File: src/verilog/spi_serial_map.svh
// Purpose: register offsets, field positions, reset values and codes
// Assumes: 8-bit registers on a 2-bit register address
// Notes: definitions only
`ifndef SPI_SERIAL_MAP_SVH
`define SPI_SERIAL_MAP_SVH
`define MODE_CTRL_OFS 2'h0
`define FORMAT_CTRL_OFS 2'h1
`define SHIFT_DATA_OFS 2'h2
`define MODE_CTRL_RST 8'he0
`define FORMAT_CTRL_RST 8'h00
`define SHIFT_DATA_RST 8'h00
`define MODE_FIELD_HI 7
`define MODE_FIELD_LO 5
`define UNIMPL_BIT 4
`define ENABLE_BIT 1
`define INCOMPLETE_BIT 0
`define DONE_BIT 0
`define COLLISION_BIT 1
`define MODE_DIV4 3'h0
`define MODE_DIV16 3'h1
`define MODE_DIV64 3'h2
`define MODE_SUB_CLK 3'h3
`define MODE_TIMER 3'h4
`define MODE_SLAVE 3'h5
`define HALF_DIV4 6'h02
`define HALF_DIV16 6'h08
`define HALF_DIV64 6'h20
`define LEAD_CYCLES 2'h3
`define LAST_EDGE 4'hf
`endif

File: src/verilog/spi_serial_pkg.sv
// Purpose: shared types of the serial interface
// Assumes: field layout of the format control register
// Notes: constants live in spi_serial_map.svh
package spi_serial_pkg;
  typedef enum logic {IDLE_ST, SHIFT_ST} xfer_state_e;
  // format control register, bit 7 down to bit 0
  typedef struct packed {
    logic [1:0] spare;
    logic clock_idle_polarity;
    logic clock_active_edge_select;
    logic bit_order_select;
    logic select_pin_enable;
    logic write_collision_flag;
    logic transfer_done_flag;
  } format_s;
endpackage

File: src/verilog/spi_serial_interface.sv
// Purpose: SPI personality of the shared serial interface, master and slave
// Assumes: serial clock far slower than core_clk_in in slave mode
// Notes: sck, sdi, scs and the sub clock pass two flops before use
// How it works
// - modes 000/001/010 are master with serial clock at core clock /4, /16, /64.
// - mode 011 masters from sub clock, 100 at half the timer match rate.
// - 101 is slave, 110 two-wire slave (absent here), 111 does nothing.
// - slave never drives the serial clock, shifts on external edges only.
// - master starts every transfer and drives clock; slave only responds.
// - enable low releases all pins and stops all activity.
// - enabling keeps every control register as it was.
// - select enable makes the select pin work; otherwise it floats.
// - slave deselected mid-byte sets incomplete flag and done flag.
// - incomplete flag raises the interrupt request.
// - software writing incomplete flag does not set done flag.
// - one 8-bit shift data register holds sent and received bytes.
// - mode register bit 4 ignores writes and reads zero.
// - master write to shift data starts an 8-bit exchange at once.
// - each finished byte sets done flag; only software clears it.
// - write during a transfer is dropped and sets collision flag.
// - slave with select disabled is always active, ignores select pin.
`timescale 1ns/1ps
`include "spi_serial_map.svh"
module spi_serial_interface (
  input wire logic core_clk_in,
  input wire logic rst_n_in,
  input wire logic [1:0] reg_addr_in,
  input wire logic [7:0] reg_wdata_in,
  input wire logic reg_wr_in,
  input wire logic reg_rd_in,
  output logic [7:0] reg_rdata_out,
  input wire logic sub_clk_in,
  input wire logic timer0_match_in,
  input wire logic sck_in,
  output logic sck_out,
  output logic sck_oe_out,
  input wire logic sdi_in,
  output logic sdo_out,
  output logic sdo_oe_out,
  input wire logic slave_select_n_in,
  output logic slave_select_n_out,
  output logic slave_select_n_oe_out,
  output logic irq_req_out
);

  // reset release through two flops
  logic rst_s1_ff, rst_n_ff;
  always_ff @(posedge core_clk_in or negedge rst_n_in) begin
    if (!rst_n_in) begin
      rst_s1_ff <= 1'b0;
      rst_n_ff <= 1'b0;
    end else begin
      rst_s1_ff <= 1'b1;
      rst_n_ff <= rst_s1_ff;
    end
  end

  logic [7:0] mode_ctrl_ff, shift_ff, reg_rdata_ff;
  spi_serial_pkg::format_s fmt_ff;
  spi_serial_pkg::xfer_state_e state_ff;
  logic [3:0] edge_cnt_ff;
  logic [5:0] div_cnt_ff;
  logic [1:0] lead_cnt_ff;
  logic sample_ff, sck_ff, sdo_ff, scs_n_ff;

  // pin synchronisers; first stage feeds only the second
  logic sck_s1_ff, sck_s_ff, sck_d_ff, sdi_s1_ff, sdi_s_ff;
  logic scs_s1_ff, scs_s_ff, scs_d_ff, sub_s1_ff, sub_s_ff, sub_d_ff;
  always_ff @(posedge core_clk_in or negedge rst_n_ff) begin
    if (!rst_n_ff) begin
      {sck_s1_ff, sck_s_ff, sck_d_ff} <= 3'h0;
      {sdi_s1_ff, sdi_s_ff} <= 2'h0;
      {scs_s1_ff, scs_s_ff, scs_d_ff} <= 3'h7;
      {sub_s1_ff, sub_s_ff, sub_d_ff} <= 3'h0;
    end else begin
      sck_s1_ff <= sck_in;
      sck_s_ff <= sck_s1_ff;
      sck_d_ff <= sck_s_ff;
      sdi_s1_ff <= sdi_in;
      sdi_s_ff <= sdi_s1_ff;
      scs_s1_ff <= slave_select_n_in;
      scs_s_ff <= scs_s1_ff;
      scs_d_ff <= scs_s_ff;
      sub_s1_ff <= sub_clk_in;
      sub_s_ff <= sub_s1_ff;
      sub_d_ff <= sub_s_ff;
    end
  end

  // half period of the divided core clock, in core cycles
  function automatic logic [5:0] half_len(input logic [2:0] m);
    case (m)
      `MODE_DIV4: half_len = `HALF_DIV4;
      `MODE_DIV16: half_len = `HALF_DIV16;
      default: half_len = `HALF_DIV64;
    endcase
  endfunction

  // one shift step in the chosen bit order
  function automatic logic [7:0] shift_step(input logic [7:0] d, input logic b,
                                            input logic msb);
    shift_step = msb ? {d[6:0], b} : {b, d[7:1]};
  endfunction

  // mode decode
  logic [2:0] mode;
  logic enabled, is_master, is_slave, spi_on, slave_sel, slave_act;
  assign mode = mode_ctrl_ff[`MODE_FIELD_HI:`MODE_FIELD_LO];
  assign enabled = mode_ctrl_ff[`ENABLE_BIT];
  assign is_master = (mode <= `MODE_TIMER);
  assign is_slave = (mode == `MODE_SLAVE);
  assign spi_on = enabled && (is_master || is_slave);
  // select disabled: slave listens regardless of the pin
  assign slave_sel = !fmt_ff.select_pin_enable || !scs_s_ff;
  assign slave_act = spi_on && is_slave && slave_sel;

  // master bit-rate tick by source
  logic tick;
  always_comb begin
    case (mode)
      `MODE_DIV4, `MODE_DIV16, `MODE_DIV64: tick = (div_cnt_ff == half_len(mode) - 6'h01);
      `MODE_SUB_CLK: tick = sub_s_ff ^ sub_d_ff; // each sub clock edge is a half period
      `MODE_TIMER: tick = timer0_match_in; // each match toggles, so sck = rate / 2
      default: tick = 1'b0;
    endcase
  end

  // serial clock edges: own ticks in master, pin edges in slave
  logic m_edge, s_edge, edge_ev, lead, capt, last, do_shift, done_ev;
  assign m_edge = spi_on && is_master && (state_ff == spi_serial_pkg::SHIFT_ST) && tick &&
                  (lead_cnt_ff == `LEAD_CYCLES);
  assign s_edge = slave_act && (sck_s_ff != sck_d_ff);
  assign edge_ev = m_edge || s_edge;
  assign lead = !edge_cnt_ff[0];
  // capture on leading edge when edge select is set, else on trailing
  assign capt = lead ? fmt_ff.clock_active_edge_select : !fmt_ff.clock_active_edge_select;
  assign last = (edge_cnt_ff == `LAST_EDGE);
  // the sixteenth edge always closes the byte, whichever kind it is
  assign do_shift = edge_ev && (last || (!capt && edge_cnt_ff != 4'h0));
  assign done_ev = edge_ev && last;

  // register bus events
  logic data_wr, busy, start, collide, scs_rise, abort_ev;
  assign data_wr = reg_wr_in && (reg_addr_in == `SHIFT_DATA_OFS);
  assign busy = is_master ? (state_ff == spi_serial_pkg::SHIFT_ST) : (edge_cnt_ff != 4'h0);
  assign start = data_wr && spi_on && is_master && !busy;
  assign collide = data_wr && spi_on && busy;
  assign scs_rise = scs_s_ff && !scs_d_ff;
  assign abort_ev = spi_on && is_slave && fmt_ff.select_pin_enable && scs_rise &&
                    (edge_cnt_ff != 4'h0);

  // master transfer state
  always_ff @(posedge core_clk_in or negedge rst_n_ff) begin
    if (!rst_n_ff) begin
      state_ff <= spi_serial_pkg::IDLE_ST;
    end else if (!spi_on) begin
      state_ff <= spi_serial_pkg::IDLE_ST;
    end else if (start) begin
      state_ff <= spi_serial_pkg::SHIFT_ST;
    end else if (m_edge && last) begin
      state_ff <= spi_serial_pkg::IDLE_ST;
    end
  end

  // divider restarts at each transfer so the first half period is full
  always_ff @(posedge core_clk_in or negedge rst_n_ff) begin
    if (!rst_n_ff) begin
      div_cnt_ff <= 6'h00;
    end else if (state_ff != spi_serial_pkg::SHIFT_ST || tick) begin
      div_cnt_ff <= 6'h00;
    end else begin
      div_cnt_ff <= div_cnt_ff + 6'h01;
    end
  end

  // select low settles through the far side and our input flops before the first
  // edge; without it a fast or free-running rate captures the stale line level
  always_ff @(posedge core_clk_in or negedge rst_n_ff) begin
    if (!rst_n_ff) begin
      lead_cnt_ff <= 2'h0;
    end else if (state_ff != spi_serial_pkg::SHIFT_ST) begin
      lead_cnt_ff <= 2'h0;
    end else if (lead_cnt_ff != `LEAD_CYCLES) begin
      lead_cnt_ff <= lead_cnt_ff + 2'h1;
    end
  end

  // edge counter; deselect or disable drops a partial byte
  always_ff @(posedge core_clk_in or negedge rst_n_ff) begin
    if (!rst_n_ff) begin
      edge_cnt_ff <= 4'h0;
    end else if (!spi_on || abort_ev || (is_slave && !slave_sel) || start) begin
      edge_cnt_ff <= 4'h0;
    end else if (edge_ev) begin
      edge_cnt_ff <= edge_cnt_ff + 4'h1;
    end
  end

  // input sample on the capture edge
  always_ff @(posedge core_clk_in or negedge rst_n_ff) begin
    if (!rst_n_ff) begin
      sample_ff <= 1'b0;
    end else if (edge_ev && capt) begin
      sample_ff <= sdi_s_ff;
    end
  end

  // shift data: software load when idle, else serial shifting
  always_ff @(posedge core_clk_in or negedge rst_n_ff) begin
    if (!rst_n_ff) begin
      shift_ff <= `SHIFT_DATA_RST;
    end else if (data_wr && !collide) begin
      shift_ff <= reg_wdata_in;
    end else if (do_shift) begin
      // last edge of a trailing-capture byte takes the live input bit
      shift_ff <= shift_step(shift_ff, capt ? sdi_s_ff : sample_ff,
                             fmt_ff.bit_order_select);
    end
  end

  // serial clock out: idle level is the inverse of the polarity bit, toggles per tick
  always_ff @(posedge core_clk_in or negedge rst_n_ff) begin
    if (!rst_n_ff) begin
      sck_ff <= 1'b1;
    end else if (state_ff != spi_serial_pkg::SHIFT_ST) begin
      sck_ff <= !fmt_ff.clock_idle_polarity;
    end else if (m_edge) begin
      sck_ff <= !sck_ff;
    end
  end

  // data out registered; follows a fresh write at once
  always_ff @(posedge core_clk_in or negedge rst_n_ff) begin
    if (!rst_n_ff) begin
      sdo_ff <= 1'b1;
      scs_n_ff <= 1'b1;
    end else begin
      sdo_ff <= fmt_ff.bit_order_select ? shift_ff[7] : shift_ff[0];
      scs_n_ff <= !(state_ff == spi_serial_pkg::SHIFT_ST); // select only while shifting
    end
  end

  // mode register; enabling reloads nothing, software sets it up
  always_ff @(posedge core_clk_in or negedge rst_n_ff) begin
    if (!rst_n_ff) begin
      mode_ctrl_ff <= `MODE_CTRL_RST;
    end else begin
      if (reg_wr_in && reg_addr_in == `MODE_CTRL_OFS) begin
        mode_ctrl_ff <= reg_wdata_in;
        mode_ctrl_ff[`UNIMPL_BIT] <= 1'b0;
        mode_ctrl_ff[`INCOMPLETE_BIT] <= reg_wdata_in[`INCOMPLETE_BIT] || abort_ev;
      end else if (abort_ev) begin
        mode_ctrl_ff[`INCOMPLETE_BIT] <= 1'b1;
      end
    end
  end

  // format register; hardware set of a flag beats a software clear
  always_ff @(posedge core_clk_in or negedge rst_n_ff) begin
    if (!rst_n_ff) begin
      fmt_ff <= `FORMAT_CTRL_RST;
    end else begin
      if (reg_wr_in && reg_addr_in == `FORMAT_CTRL_OFS) begin
        fmt_ff <= reg_wdata_in;
        fmt_ff.transfer_done_flag <= reg_wdata_in[`DONE_BIT] || done_ev || abort_ev;
        fmt_ff.write_collision_flag <= reg_wdata_in[`COLLISION_BIT] || collide;
      end else begin
        if (done_ev || abort_ev) begin
          fmt_ff.transfer_done_flag <= 1'b1;
        end
        if (collide) begin
          fmt_ff.write_collision_flag <= 1'b1;
        end
      end
    end
  end

  // read data stands one cycle after the strobe, zero otherwise
  always_ff @(posedge core_clk_in or negedge rst_n_ff) begin
    if (!rst_n_ff) begin
      reg_rdata_ff <= 8'h00;
    end else if (reg_rd_in) begin
      case (reg_addr_in)
        `MODE_CTRL_OFS: reg_rdata_ff <= mode_ctrl_ff; // bit 4 kept zero
        `FORMAT_CTRL_OFS: reg_rdata_ff <= fmt_ff;
        `SHIFT_DATA_OFS: reg_rdata_ff <= shift_ff;
        default: reg_rdata_ff <= 8'h00;
      endcase
    end else begin
      reg_rdata_ff <= 8'h00;
    end
  end

  // pin drive; all released while disabled
  assign reg_rdata_out = reg_rdata_ff;
  assign sck_out = sck_ff;
  assign sck_oe_out = spi_on && is_master;
  assign sdo_out = sdo_ff;
  assign sdo_oe_out = spi_on && (is_master || slave_act);
  assign slave_select_n_out = scs_n_ff; // one select only; more need general pins
  assign slave_select_n_oe_out = spi_on && is_master && fmt_ff.select_pin_enable;
  // gating by the interrupt enable happens in the interrupt controller
  assign irq_req_out = fmt_ff.transfer_done_flag || mode_ctrl_ff[`INCOMPLETE_BIT];
endmodule // spi_serial_interface

File: config.mk
export PLATFORM = sky130hd
export DESIGN_NAME = spi_serial_interface
export DESIGN_NICKNAME = d
export VERILOG_FILES = /design/src/verilog/spi_serial_pkg.sv /design/src/verilog/spi_serial_interface.sv
export VERILOG_INCLUDE_DIRS = /design/src /design/src/verilog
export SDC_FILE = /design/constraint.sdc
export NUM_CORES = 1
export LEC_CHECK = 0
export ABC_AREA = 1
export BUFFER_PORTS_ARGS = -buffer_cell sky130_fd_sc_hd__buf_2
export CAP_MARGIN = 5
export CORE_MARGIN = 3
export CORE_UTILIZATION = 50
export DETAILED_ROUTE_END_ITERATION = 7
export HOLD_SLACK_MARGIN = 0.02
export PLACE_DENSITY = 0.7
export SETUP_SLACK_MARGIN = 0.1
export SKIP_LAST_GASP = 1
export SYNTH_ARGS = -nofsm -noshare
export SYNTH_HDL_FRONTEND = slang
export SYNTH_SLANG_ARGS = --single-unit
File: constraint.sdc
create_clock -name core_clk_in -period 2 [get_ports core_clk_in]
set_input_delay 0.1 -clock core_clk_in [delete_from_list [all_inputs] [get_ports core_clk_in]]
set_output_delay 0.1 -clock core_clk_in [all_outputs]
set_load 0.02 [all_outputs]
# After elaboration in Yosys (flattened, before gate mapping)
# Cells that the tools add are included.
# totals
reg_bits,61
word_cells,145
# classes
n_addsub,4
n_mux,27
eq_ne,15
n_bitwise,2
order_cmp,1
reduce_logical,64
# op_table
operator,count
two-way mux 8 bit,4
logical AND 1 bit,28
case mux 8 bit (3 select lines),1
logical OR 1 bit,15
two-way mux 1 bit,13
zero test 1 bit,12
two-way mux 6 bit,2
case mux 6 bit (2 select lines),1
nonzero test 2 bit,5
two-way mux 4 bit,2
"adder 6 x 1 -> 6 bit, second input constant",1
"equality test 3 x 2 -> 1 bit, second input constant",2
"equality test 3 bit, second input constant",2
equality test 6 bit,1
two-way mux 2 bit,3
"subtractor 6 x 1 -> 6 bit, second input constant",1
"adder 4 x 1 -> 4 bit, second input constant",1
"equality test 2 bit, second input constant",2
"equality test 4 bit, second input constant",1
"!= test 2 x 1 -> 1 bit, second input constant",2
nonzero test 4 bit,1
"equality test 3 x 1 -> 1 bit, second input constant",1
"<= comparator 3 bit, second input constant",1
zero test 3 bit,1
10 further kinds,10

# Logic depth before layout (Yosys ltp)
# logic_depth
ltp_word,13
mapped_depth,15
mapped_depth_nobuf,15

# Worst setup path after synthesis
# OpenSTA, ideal clock, no wires.
# synth_path
path_kind,reg2reg
startpoint,register mode_ctrl_ff[6]
endpoint,register shift_ff[0]
setup_slack_ns,0.120
path_buffers,0
path_stages_with_launch,15
arrival_ns,1.815
required_time_ns,1.935
cell_sequence,dfstp_2 -> nor2_4 -> nand2_4 -> ha_1 -> nand2_1 -> nand3_1 -> nor2_1 -> nand2_1 -> o21ai_2 -> nand2_2 -> nand2_4 -> nand2_4 -> nand2_4 -> nand2_1 -> nand2_1
# synth_via
elab_chain_cells,11
elab_cells_between_ends,31
cone_classes,add/sub (1); order compare (1); eq/ne (6); mux (5); reduce/logical (18)
# synth_lines
item,line,source
"start, declared",spi_serial_interface.sv:58,"logic [7:0] mode_ctrl_ff, shift_ff, reg_rdata_ff;"
"start signal, assigned",spi_serial_interface.sv:246,mode_ctrl_ff <= `MODE_CTRL_RST;
"start signal, assigned",spi_serial_interface.sv:249,mode_ctrl_ff <= reg_wdata_in;
"start signal, assigned by index",spi_serial_interface.sv:251,mode_ctrl_ff[`INCOMPLETE_BIT] <= reg_wdata_in[`INCOMPLETE_BIT] || abort_ev;
equality test 3 x 1 -> 1 bit or zero test 3 bit (tied branches),"spi_serial_interface.sv:92, spi_serial_interface.sv:120",
case mux 6 bit (2 select lines),spi_serial_interface.sv:92,case (m)
two-way mux 6 bit,spi_serial_interface.sv:120,case (mode)
subtractor 6 x 1 -> 6 bit,spi_serial_interface.sv:121,"`MODE_DIV4, `MODE_DIV16, `MODE_DIV64: tick = (div_cnt_ff == half_len(mode) - 6'h01);"
equality test 6 bit,spi_serial_interface.sv:121,
case mux 1 bit (3 select lines),spi_serial_interface.sv:120,
logical AND 1 bit (2 in a row),spi_serial_interface.sv:130,assign m_edge = spi_on && is_master && (state_ff == spi_serial_pkg::SHIFT_ST) && tick &&
logical OR 1 bit,spi_serial_interface.sv:133,assign edge_ev = m_edge || s_edge;
logical AND 1 bit,spi_serial_interface.sv:139,assign do_shift = edge_ev && (last || (!capt && edge_cnt_ff != 4'h0));
nonzero test 2 bit (no line),--,
"end signal, assigned",spi_serial_interface.sv:211,shift_ff <= `SHIFT_DATA_RST;
"end signal, assigned",spi_serial_interface.sv:213,shift_ff <= reg_wdata_in;
"end signal, assigned",spi_serial_interface.sv:216,"shift_ff <= shift_step(shift_ff, capt ? sdi_s_ff : sample_ff,"
"end, declared",spi_serial_interface.sv:58,
# Several ways; a longest one is shown, not always the timed one. The select of a mux whose other input is x is not followed.
# A chain may end at the register's enable or synchronous reset.

# Worst setup path after layout
# layout_path
startpoint,register mode_ctrl_ff[5]
endpoint,register shift_ff[1]
# The elaborated chain is that of the path after synthesis.

==> results.txt <==
The net count after synthesis is 378. The number of buffers and inverters on the critical path is 1. The library cell used most frequently in the layout, excluding fill and tap cells, is nand2_1. The mean area per synthesized cell is 8.48 um2. After the last flow step, the layout net total stands at 437.

The initial core utilization is 53.2%. The y dimension of the die came out at 83.5 um. Wires add up to 6630 um.

TritonCTS built the clock tree. The total grt overflow is 0. The sequential cell area in the final layout is 1540 um2.

The remaining number of nets flagged by the antenna check after routing came out at 0. Counting distinct cell types in the post-synthesis netlist gives 41. The overall die area is 6970 um2.

The static power due to leakage came out at 1.87 nW. The number of fillers in the final layout is 475. The first global-routing pass estimated 11,000 um of wire.

The clock transition time at the flip-flop clock pins of the worst setup and hold paths is 0.07 ns. The run finished, with violations left. The register bit total from synthesis is 61. Entering global routing, the biggest net connects 38 pins.

The first TritonRoute pass finished after 4 iterations. The number of standard cells in the layout, taps in and fillers out is 490. The number of diodes added for antenna fixing is 0. Setup repair after global routing could not meet its margin everywhere.

The cell count after synthesis came out at 354. The clock net in this run drives a total of 61 sinks. The post-placement setup slack is -0.0588 ns. The via count normalized by instance count is 5.03. The final weighted congestion in routability-driven placement came out at 0.839. The area used by multi-input combinational logic came out at 1300 um2. The root buffer cell chosen for the clock tree is clkbuf_8. The critical path is of the register to register type.

Input and output buffers added on the ports amount to 33. The post-route worst setup slack came out at -0.00700 ns. The number of vias after detailed routing came out at 2,466. The area overhead of the layout relative to synthesis is 23.3%.

The largest individual stage delay along the critical path comes from the cell dfstp_2. The critical-path maximum fanout is 8. The final cell utilization of the core came out at 65.6%. The longest individual stage delay on the worst path came out at 0.59 ns. The total count of max-transition violations in the final report is 0. The maximum clock frequency came out at 498 MHz. Dividing the final minimum period by the clock period gives 100%. The buffer depth of the longest clock path is 2.

The final routed wire length divided by cell count came out at 13.5 um. The final reports fail on negative setup slack. The standard-cell row count came out at 27. The yosys synthesis warning count came out at 0. The global router's overall resource usage is 20.0%.

The number of hold violations in the final report is 0. The remaining design rule violation count is 0. The worst setup path is launched from a register. Walking the worst path, the cells encountered are nand2_2 > ha_4 > inv_2 > nand2_2 > nand3_2 > nor2_1 > nand2_1 > o21ai_2 > nand2_2 > nand2_8 > nand2_8 > nand2_8 > nand2_1 > nand2_1.

The kind of cell with the highest combined delay along the critical path is simple AND/OR/NAND/NOR gates. The number of CTS-inserted buffers is 9. For this design the ratio of total power to cell area is 926 nW/um2. In the layout the commonest cells are nand2_1, dfrtp_1, inv_1, o21ai_0, buf_2. The fraction of registers with async set or reset after synthesis is 100%. Setup violations remaining at the end of the flow were counted as 4. The die width is 83.5 um. Of the cells placed in the final design, the portion with a size suffix greater than 1 is 25.4%.

The total area inside the core boundary comes to 5640 um2. The final HPWL from detailed placement is 4820 um. The number of antenna violations at the first check in global routing is 0. The headroom to the max-slew limit is 60.7%. The transition time at the pin with the least slew margin is 0.586 ns. The maximum level of the CTS H-tree is 3. The register area share after synthesis came out at 51.2%. The number of violations of the max-capacitance limit is 0. Summed over all instances, the cell type with the most area after synthesis is dfrtp_1.

By area the synthesized netlist is led by dfrtp_1, nand2_1, dfstp_2. The endpoint required time on the critical path is 2.28 ns. The area of the mapped netlist is 3000 um2. The clock insertion delay at the later pin of the skew report came out at 0.34 ns.

The worst path arrival time is 2.28 ns. In this run the worst hold path is classified as primary input to register. The iteration-0 DRC count of the detailed router is 138.

The shortest clock period the worst path allows after layout is 2.01 ns. The number of flops mapped to enable cells by yosys is 0. The worst setup path is captured at a register. The via count of the first global-routing pass came to 2,364.

After detailed placement, the design holds a cell count of 460. The fraction of post-synthesis cell area in the top cell type by area is 43.3%. The most used flip-flop cell after synthesis is dfrtp_1. The total I/O pin count came out at 34. The worst setup skew after layout came out at 0.0103 ns. The worst slack on hold paths is 0.0419 ns. The highest ir drop seen on vdd came out at 0.584 mV.
==> cell families (layout without fill, tap and decap cells) <==
kind of cell,after synthesis,in the layout,share of synthesized area [%]
compound gates,59,59,10.9
xor+xnor,6,6,1.75
fa+ha+maj,5,5,2.08
buf+inv,59,122,7.88
flops,61,61,51.2
other cells,1,1,0.125
simple gates,163,164,26.0
==> metal layers <==
layer  global-route usage (%)  routed length, um
met1                     26.7               3120
met2                     32.4               3140
met3                     3.85                269
met4                     7.89                100
met5                        0                  0
==> where the power goes <==
part,internal (mW),switching [mW]
sequential,1.39,0.120
combinational,0.273,0.427
clock,0.766,0.456
total,2.43,1.00
==> layout make-up <==
cell class | instances | share of cell area (%)
Sequential cell | 61 | 41.6
Multi-Input combinational cell | 235 | 35.2
Timing Repair Buffer | 52 | 9.19
Inverter | 54 | 5.54
Clock buffer | 12 | 4.19
Tap cell | 72 | 2.43
Clock inverter | 4 | 1.89
==> sequential cells by signal, summed over array words and instances (netlist names), 2 cells and up <==
register	flops
reg_rdata_out	8
lead_cnt_ff	2
edge_cnt_ff	4
mode_ctrl_ff	7
div_cnt_ff	6
shift_ff	8
fmt_ff	8
==> cell usage after synthesis, drive strengths merged, types with 2 or more instances <==
cell type,number
o221ai,2
a21oi,4
nor2,24
nor3,9
o21ai,46
nand3,22
inv,54
xnor2,2
ha,5
nand2,103
clkbuf,2
buf,3
o22ai,2
nor3b,2
dfrtp,52
a21boi,2
dfstp,9
xor2,4
==> worst paths after layout <==
check	to	start	slack (ns)	cells past startpoint
setup / recovery	shift_ff[1]$_DFFE_PN0P_	mode_ctrl_ff[5]$_DFFE_PN1P_	-0.007	14
hold / removal	reg_rdata_out[3]$_DFF_PN0_	reg_rd_in	0.04	3
setup reg to reg	shift_ff[1]$_DFFE_PN0P_	mode_ctrl_ff[5]$_DFFE_PN1P_	-0.007	14
hold reg to reg	shift_ff[2]$_DFFE_PN0P_	rst_n_ff$_DFF_PN0_	0.24	0
max in group asynchronous	sck_out$_DFFE_PN1P_	rst_n_ff$_DFF_PN0_	1.12	1
min in group asynchronous	rst_s1_ff$_DFF_PN0_	rst_n_in	0.07	2
==> worst min-delay path: stages <==
cell	delay (ns)
buf_2	0.14
nand2_1	0.07
inv_1	0.03
==> through the flow <==
stage	area, um2	power, mW	TNS, ns
3_5_place_dp	3290	2.16	-0.500
3_3_place_gp	3290	2.14	-0.000460
5_1_grt	3700	3.62	-1.37
2_1_floorplan	3000	1.95	0
6_report	3700	3.43	-0.0135
4_1_cts	3670	3.44	-0.0447
==> timing repair <==
action / in CTS / in global routing
hold buffers: 8 / 0
setup buffers: 5 / 0
pin swaps: 3 / 5
gates resized for setup: 8 / 9
endpoints found under the setup margin: 20 / 22
endpoints found under the hold margin: 9 / 0
cloned: 0 / 1
No activity file was read; power rests on OpenSTA's default activity.
